$ cat src/hw/suspend_filter_pkg.sv
`default_nettype none
package suspend_filter_pkg;

  // opcodes
  localparam logic [7:0] SUSPEND_CMD_A      = 8'h75;
  localparam logic [7:0] SUSPEND_CMD_B      = 8'hB0;
  localparam logic [7:0] RESUME_CMD_A       = 8'h7A;
  localparam logic [7:0] RESUME_CMD_B       = 8'h30;
  localparam logic [7:0] SOFT_RESET_ARM_CMD = 8'h66;
  localparam logic [7:0] SOFT_RESET_CMD     = 8'h99;
  localparam logic [7:0] WRITE_ENABLE_CMD   = 8'h06;

  // function register flag positions
  localparam int PROGRAM_SUSPENDED_BIT = 2;
  localparam int ERASE_SUSPENDED_BIT   = 3;

  // timing
  localparam int CLK_PERIOD_NS       = 50;
  localparam int SUSPEND_LATENCY_US  = 100;
  localparam int RESUME_GAP_US       = 400;
  localparam int SUSPEND_LATENCY_CYC =
    (SUSPEND_LATENCY_US * 1000) / CLK_PERIOD_NS;
  localparam int RESUME_GAP_CYC =
    (RESUME_GAP_US * 1000 + CLK_PERIOD_NS - 1) / CLK_PERIOD_NS;

  localparam logic [7:0]  SHIFT_RESET = 8'h00;
  localparam logic [3:0]  BITS_RESET  = 4'h0;
  localparam logic [23:0] TIME_RESET  = 24'h000000;

endpackage : suspend_filter_pkg
`default_nettype wire

$ cat src/hw/suspend_filter.sv
// Notes on behaviour
// - suspend during program halts it, clears write enable; reads, register accesses, error clear, resume, reset only.
// - program suspend sets the program suspended flag.
// - after suspend, commands rejected until ready; host polls busy or waits.
// - resume clears its suspend flag; the operation restarts only once no suspend flag is left set.
// - time before suspend plus after resume never exceeds uninterrupted time.
// - all single, dual, quad reads allowed in either suspend.
// - double rate fast reads allowed in either suspend.
// - page writes and write enable allowed only during erase suspend.
// - status, function register reads and error clear allowed in suspend.
// - soft reset honoured only right after arm opcode; no-op allowed.
// - identification reads allowed in either suspend.
// - volatile read parameter writes and reads allowed in either suspend.
// - bank register read, volatile write, wide address enter/exit allowed.
// - sector lock, protection bit commands allowed only in erase suspend.
// - erase suspend sets erase suspended flag and clears write enable.
// - program suspended flag is bit 2, erase suspended bit 3.
// - ready within 100 us of suspend; resume to suspend gap 400 us.
`timescale 1ns/1ps
`default_nettype none

module suspend_filter #(
  parameter int SUSPEND_LATENCY_CYC = suspend_filter_pkg::SUSPEND_LATENCY_CYC,
  parameter int RESUME_GAP_CYC      = suspend_filter_pkg::RESUME_GAP_CYC
) (
  input  wire logic       ref_clk_in,          // 20 MHz clock
  input  wire logic       reset_in,            // sync reset, active high
  input  wire logic       chip_select_n_in,    // host chip select, low active
  input  wire logic       serial_clk_in,       // host serial clock
  input  wire logic [3:0] data_in,             // io lines, bit0 in single
  input  wire logic       quad_mode_in,        // four-bit opcode transfer
  input  wire logic       program_busy_in,     // array program running
  input  wire logic       erase_busy_in,       // array erase running
  output logic            array_halt_out,      // stop the array timer
  output logic            write_enable_clr_out,// clear write enable latch
  output logic            soft_reset_out,      // soft reset pulse
  output logic            cmd_accept_out,      // opcode may run, pulse
  output logic [7:0]      cmd_opcode_out,      // last opcode seen
  output logic [7:0]      function_flags_out,  // suspend flag bits
  output logic            write_in_progress_out// busy flag
);

  typedef struct packed {
    logic [2:0]  cs_sync;   // [0] first stage, read only by [1]
    logic [2:0]  sck_sync;
    logic [7:0]  d0_s1;
    logic [7:0]  d0_s2;
    logic [7:0]  shift;
    logic [3:0]  nbits;
    logic [7:0]  opcode;
    logic        got_op;
    logic        prog_susp;
    logic        erase_susp;
    logic        armed;
    logic [23:0] settle;
    logic [23:0] gap;
    logic        wel_clr;
    logic        accept;
    logic        sreset;
  } state_t;

  state_t st_reg, st_next;

  // allowed during any suspend
  function automatic logic allow_any(input logic [7:0] op);
    case (op)
      8'h03, 8'h13, 8'h0B, 8'h0C, 8'hBB, 8'hBC, 8'h3B, 8'h3C,
      8'hEB, 8'hEC, 8'h6B, 8'h6C: allow_any = 1'b1;
      8'h0D, 8'h0E, 8'hBD, 8'hBE, 8'hED, 8'hEE:
        allow_any = 1'b1;
      8'h05, 8'h48, 8'h82: allow_any = 1'b1;
      8'h00, 8'h66, 8'h99: allow_any = 1'b1;
      8'h9F, 8'h90, 8'hAF, 8'hAB, 8'h4B, 8'h5A, 8'h78:
        allow_any = 1'b1;
      8'hC0, 8'h63, 8'h83, 8'h61, 8'h81: allow_any = 1'b1;
      8'h14, 8'h16, 8'hC8, 8'h17, 8'hC5, 8'hB7, 8'h29:
        allow_any = 1'b1;
      8'h7A, 8'h30: allow_any = 1'b1;
      default: allow_any = 1'b0;
    endcase
  endfunction : allow_any

  // allowed only while an erase is suspended
  function automatic logic allow_erase(input logic [7:0] op);
    case (op)
      8'h02, 8'h12, 8'h32, 8'h38, 8'h34, 8'h3E, 8'h06:
        allow_erase = 1'b1;
      8'h26, 8'h25, 8'h24, 8'hFA, 8'hE0, 8'hFB, 8'hE1, 8'hFC, 8'hE2:
        allow_erase = 1'b1;
      8'h75, 8'hB0: allow_erase = 1'b1;
      default: allow_erase = 1'b0;
    endcase
  endfunction : allow_erase

  function automatic logic is_op(input logic [7:0] op,
                                 input logic [7:0] a,
                                 input logic [7:0] b);
    is_op = (op == a) || (op == b);
  endfunction : is_op

  ////////////////////////////////////////////////////////////////////////
  logic       sck_rise;
  logic       cs_low;
  logic       cs_rise;
  logic       busy;
  logic       suspended;
  logic       allowed;
  logic [7:0] full_op;

  always_comb begin
    st_next = st_reg;
    st_next.cs_sync  = {st_reg.cs_sync[1:0], chip_select_n_in};
    st_next.sck_sync = {st_reg.sck_sync[1:0], serial_clk_in};
    st_next.d0_s1    = {4'h0, data_in};
    st_next.d0_s2    = st_reg.d0_s1;
    st_next.wel_clr  = 1'b0;
    st_next.accept   = 1'b0;
    st_next.sreset   = 1'b0;
    cs_low    = ~st_reg.cs_sync[1];
    cs_rise   = st_reg.cs_sync[1] & ~st_reg.cs_sync[2];
    sck_rise  = st_reg.sck_sync[1] & ~st_reg.sck_sync[2];
    busy      = st_reg.settle != 24'h000000;
    suspended = st_reg.prog_susp | st_reg.erase_susp;
    full_op   = st_reg.shift;
    // quad: upper nibble first, two clocks per opcode
    if (cs_low && sck_rise && !st_reg.got_op) begin
      if (quad_mode_in) begin
        full_op = {st_reg.shift[3:0], st_reg.d0_s2[3:0]};
        st_next.nbits = st_reg.nbits + 4'h4;
      end else begin
        full_op = {st_reg.shift[6:0], st_reg.d0_s2[0]};
        st_next.nbits = st_reg.nbits + 4'h1;
      end
      st_next.shift = full_op;
      if (st_next.nbits == 4'h8) begin
        st_next.opcode = full_op;
        st_next.got_op = 1'b1;
      end
    end
    if (st_reg.settle != 24'h000000)
      st_next.settle = st_reg.settle - 24'h000001;
    if (st_reg.gap != 24'h000000)
      st_next.gap = st_reg.gap - 24'h000001;
    allowed = !suspended || allow_any(st_reg.opcode) ||
              (st_reg.erase_susp && !st_reg.prog_susp &&
               allow_erase(st_reg.opcode));
    // opcode acts when the frame closes
    if (cs_rise && st_reg.got_op && !busy && allowed) begin
      if (is_op(st_reg.opcode, suspend_filter_pkg::SUSPEND_CMD_A,
                suspend_filter_pkg::SUSPEND_CMD_B)) begin
        if (st_reg.gap == 24'h000000 &&
            (program_busy_in || erase_busy_in)) begin
          st_next.prog_susp  = st_reg.prog_susp | program_busy_in;
          st_next.erase_susp = st_reg.erase_susp | erase_busy_in;
          st_next.wel_clr    = 1'b1;
          st_next.settle     = 24'(SUSPEND_LATENCY_CYC);
        end
      end else if (is_op(st_reg.opcode, suspend_filter_pkg::RESUME_CMD_A,
                         suspend_filter_pkg::RESUME_CMD_B)) begin
        // nested program inside erase suspend resumes first
        if (st_reg.prog_susp)
          st_next.prog_susp = 1'b0;
        else
          st_next.erase_susp = 1'b0;
        if (suspended)
          st_next.gap = 24'(RESUME_GAP_CYC);
      end else begin
        st_next.accept = 1'b1;
        if (st_reg.opcode == suspend_filter_pkg::SOFT_RESET_CMD &&
            st_reg.armed)
          st_next.sreset = 1'b1;
      end
      st_next.armed = st_reg.opcode == suspend_filter_pkg::SOFT_RESET_ARM_CMD;
    end
    if (cs_rise) begin
      st_next.nbits  = suspend_filter_pkg::BITS_RESET;
      st_next.shift  = suspend_filter_pkg::SHIFT_RESET;
      st_next.got_op = 1'b0;
    end
    if (st_next.sreset) begin
      st_next.prog_susp  = 1'b0;
      st_next.erase_susp = 1'b0;
    end
  end

  always_ff @(posedge ref_clk_in) begin
    if (reset_in) begin
      st_reg <= '0;
      st_reg.cs_sync <= 3'h7;
    end else begin
      st_reg <= st_next;
    end
  end

  ////////////////////////////////////////////////////////////////////////
  // array timer is frozen, not reset, so elapsed time is kept
  assign array_halt_out        = st_reg.prog_susp | st_reg.erase_susp;
  assign write_enable_clr_out  = st_reg.wel_clr;
  assign soft_reset_out        = st_reg.sreset;
  assign cmd_accept_out        = st_reg.accept;
  assign cmd_opcode_out        = st_reg.opcode;
  assign write_in_progress_out = st_reg.settle != 24'h000000;
  always_comb begin
    function_flags_out = 8'h00;
    function_flags_out[suspend_filter_pkg::PROGRAM_SUSPENDED_BIT] =
      st_reg.prog_susp;
    function_flags_out[suspend_filter_pkg::ERASE_SUSPENDED_BIT] =
      st_reg.erase_susp;
  end
endmodule : suspend_filter

`default_nettype wire

$ cat config.mk
export PLATFORM = sky130hd
export DESIGN_NAME = suspend_filter
export DESIGN_NICKNAME = d
export VERILOG_FILES = /design/src/hw/suspend_filter_pkg.sv /design/src/hw/suspend_filter.sv
export SDC_FILE = /design/constraint.sdc
export NUM_CORES = 1
export LEC_CHECK = 0
export CORE_ASPECT_RATIO = 1.2
export CORE_MARGIN = 2
export CORE_UTILIZATION = 49
export DETAILED_ROUTE_END_ITERATION = 10
export DONT_BUFFER_PORTS = 1
export HOLD_SLACK_MARGIN = 0.12
export PLACE_DENSITY = 0.65
export SLEW_MARGIN = 20
export SYNTH_ARGS = -nofsm -noshare
export SYNTH_HDL_FRONTEND = slang
export SYNTH_SLANG_ARGS = --single-unit
$ cat constraint.sdc
create_clock -name ref_clk_in -period 2.54 [get_ports ref_clk_in]
set_input_delay 0.127 -clock ref_clk_in [delete_from_list [all_inputs] [get_ports ref_clk_in]]
set_output_delay 0.127 -clock ref_clk_in [all_outputs]
set_load 0.1 [all_outputs]
==> flow_summary.toml <==
[power_and_ir_drop]
p_per_area_mw_per_mm2 = 1040
ir_drop_v = 0.000929
p_leak_nw = 1.90

[flow_run]
cap_violations = 0

[global_routing]
overflow = 0
grt_max_degree = 62
antenna_found_initial = 0
grtUsageTotal = 0.193
grt_pass1_vias = 3541
grt_first_pass_wirelength_um = 15700

[final_layout]
largest_register_ffs = 67
final_cell_mix = "dfxtp_1 (82), nor2_1 (75), buf_4 (35)"
antennaDiodeCount = 0
finish.utilization = 0.567
drive_above_1_share = 0.168
finalInstanceArea_sq_mm = 0.00509
stdcell_count = 668
syn_to_final_growth_pct = 13.4
nets = 557
layout_commonest_cell = "dfxtp_1"
nFillCells = 803

[sta]
setup-violations-final = 0
tightest_slew_ns = 0.935
final_max_slew_viol_count = 0
rsz0062_at_grt = "yes"
whs_ns = 0.0811
fmax_mhz = 396
skew_ns = 0.00911
setup_ws_ns = 0.0129
fin_crit_sh = 0.995
max-slew-margin-rel = 0.376
period_needed_ns = 2.53
hold_viol = 0

[placed_design]
gp_congestion = 0.888
dp.cells = 639
portBuffers = 0
post-place-ws_ns = 0.00169
place_area_sq_mm = 0.00469
hpwl_um = 6250

[logic_synthesis]
yosys_most_used_dff = "dfxtp_1"
yosysWarnings = 0
synthTopCellsByArea = "dfxtp_1 (39%), nor2_1 (6.3%), xnor2_1 (5.3%)"
ys_types = 63
synth_edf_count = 0
synth.largest_area_cell = "dfxtp_1"
synth-seq-area-share = 0.392
postSynthAreaPerCell_sq_um = 8.52
netlist_area_sq_mm = 0.00449
async_reset_ff_frac = 0
syn_inst = 527
ys_ff_latch = 88
synth_top_area_frac = 0.392

[cts]
htreeDepth = 3
cts_buffers = 9
cts_sinks = 88
cts_tree = "yes"
root_buffer = "clkbuf_8"
cts.clk_slew.worst_paths_ns = 0.09
hold_buffers = 11
clock_latency_ns = 0.36
clock_path_buffers = 2

[floorplan]
start_util = 0.500
io_pins = 32
core_sq_mm = 0.00899
rows = 38
die_h_um = 109
dieArea_sq_mm = 0.00995
die_x_um = 91.4

[worst_setup_path]
critPathBufInv = 1
cp.arrival_ns = 2.79
reg2regPathDepth = 9
path_delay_family = "simple AND/OR/NAND/NOR gates"
cp.depth = 9
critPathLaunchType = "register"
cp.required_ns = 2.80
critPathCaptureType = "register"
timing.rr.start = "st_reg[4]$_SDFF_PP0_"
cp_cell_sequence = "inv_2 -> ha_4 -> and2b_4 -> and3_4 -> a311o_2 -> or4b_4 -> or4_4 -> xor2_2 -> nor2_2"
r2r-end = "st_reg[24]$_SDFF_PP0_"
r2r_setup_slack_ns = 0.01
cp_max_fo = 6
setup.worst_path.end = "st_reg[24]$_SDFF_PP0_"
critPathSlowestCell = "or4b_4"
crit_type = "reg -> reg"
slowest_delay_ns = 0.53
cp-startpoint = "st_reg[4]$_SDFF_PP0_"

[drt]
wire_per_inst_um = 13.7
wirelength_um = 9130
drt_iter0_drc = 100
dr.pass1.iters = 4
via_count = 3716
post-route-drc-count = 0
ant_nets = 0
drt-vias-per-instance = 5.56

[min_path]
hp-class = "in -> reg"

[run_status]
status = "finished clean"
## metal layers
layer  track usage  wire, um
met1         0.240      4330
met2         0.329      4380
met3        0.0373       297
met4        0.0758       123
met5             0         0
## Yosys cell counts (all sizes together), types with 2 or more instances
cell type  count
mux2i         13
or4b           3
xnor2         27
nand2b        10
or3           11
ha             3
o41ai          5
o32ai          3
nor4b          5
a31oi          3
nor3          24
nor2b         17
o21ai         17
a21o           3
nand3b         4
a22oi          2
nand2         31
nor3b          8
a211oi        16
xor2          22
nand3          8
nand4b         4
or3b           3
or2            8
clkbuf        22
buf           24
nor2          76
and2           2
a21oi         11
o21a           2
dfxtp         88
inv            7
o311a          2
or4           11
nor4           8
and3           3
o22ai          2
nand4          5
## per-stage QoR
stage	power, mW	TNS (ns)
6_report	5.31	0
5_1_grt	5.70	-0.0895
4_1_cts	5.26	0
3_5_place_dp	4.21	0
3_3_place_gp	4.16	0
2_1_floorplan	3.71	-0.00538
## how the worst min path moves through the flow
stage | slack (ns) | cells past startpoint | start | to
global route | 0.09 | 2 | reset_in | st_reg[24]$_SDFF_PP0_
global placement | 0.20 | 1 | reset_in | cmd_opcode_out[1]$_SDFFE_PP0P_
finish | 0.08 | 2 | reset_in | st_reg[24]$_SDFF_PP0_
detailed placement | 0.20 | 1 | reset_in | cmd_opcode_out[1]$_SDFFE_PP0P_
floorplan | 0.23 | 1 | chip_select_n_in | st_next[95]$_SDFF_PP1_
CTS | 0.17 | 5 | quad_mode_in | st_reg[66]$_SDFFE_PP0P_
## cells by family after synthesis
kind of cell             Yosys count  synth area share
AO/OA/AOI/OAI                     76             0.119
XOR/XNOR                          49            0.0955
adder cells (fa/ha/maj)            3           0.00836
buffers and inverters             53            0.0602
flip-flops                        88             0.392
multiplexers                      13            0.0290
other                              1          0.000835
AND/OR/NAND/NOR                  244             0.295
## where the power goes
| group | switching, mW | internal (mW) | total (mW) |
|---|---|---|---|
| Sequential | 0.275 | 1.68 | 1.96 |
| Combinational | 1.26 | 1.11 | 2.36 |
| Clock | 0.503 | 0.484 | 0.988 |
## layout make-up
class	instances	area, sq um	share of cell area
clock buffer	10	138	0.0270
sequential	88	1770	0.347
timing repair buffer	46	383	0.0752
multi-input combinational	391	2560	0.502
tap	120	150	0.0295
clock inverter	6	68.8	0.0135
inverter	7	26.3	0.00516
## timing repair
item	4_1_cts	5_1_grt
hold endpoints to repair	70	10
endpoints found under the setup margin	0	25
buffers inserted	0	2
resized for setup	0	10
Note: power is estimated with default switching activity, not from simulation.
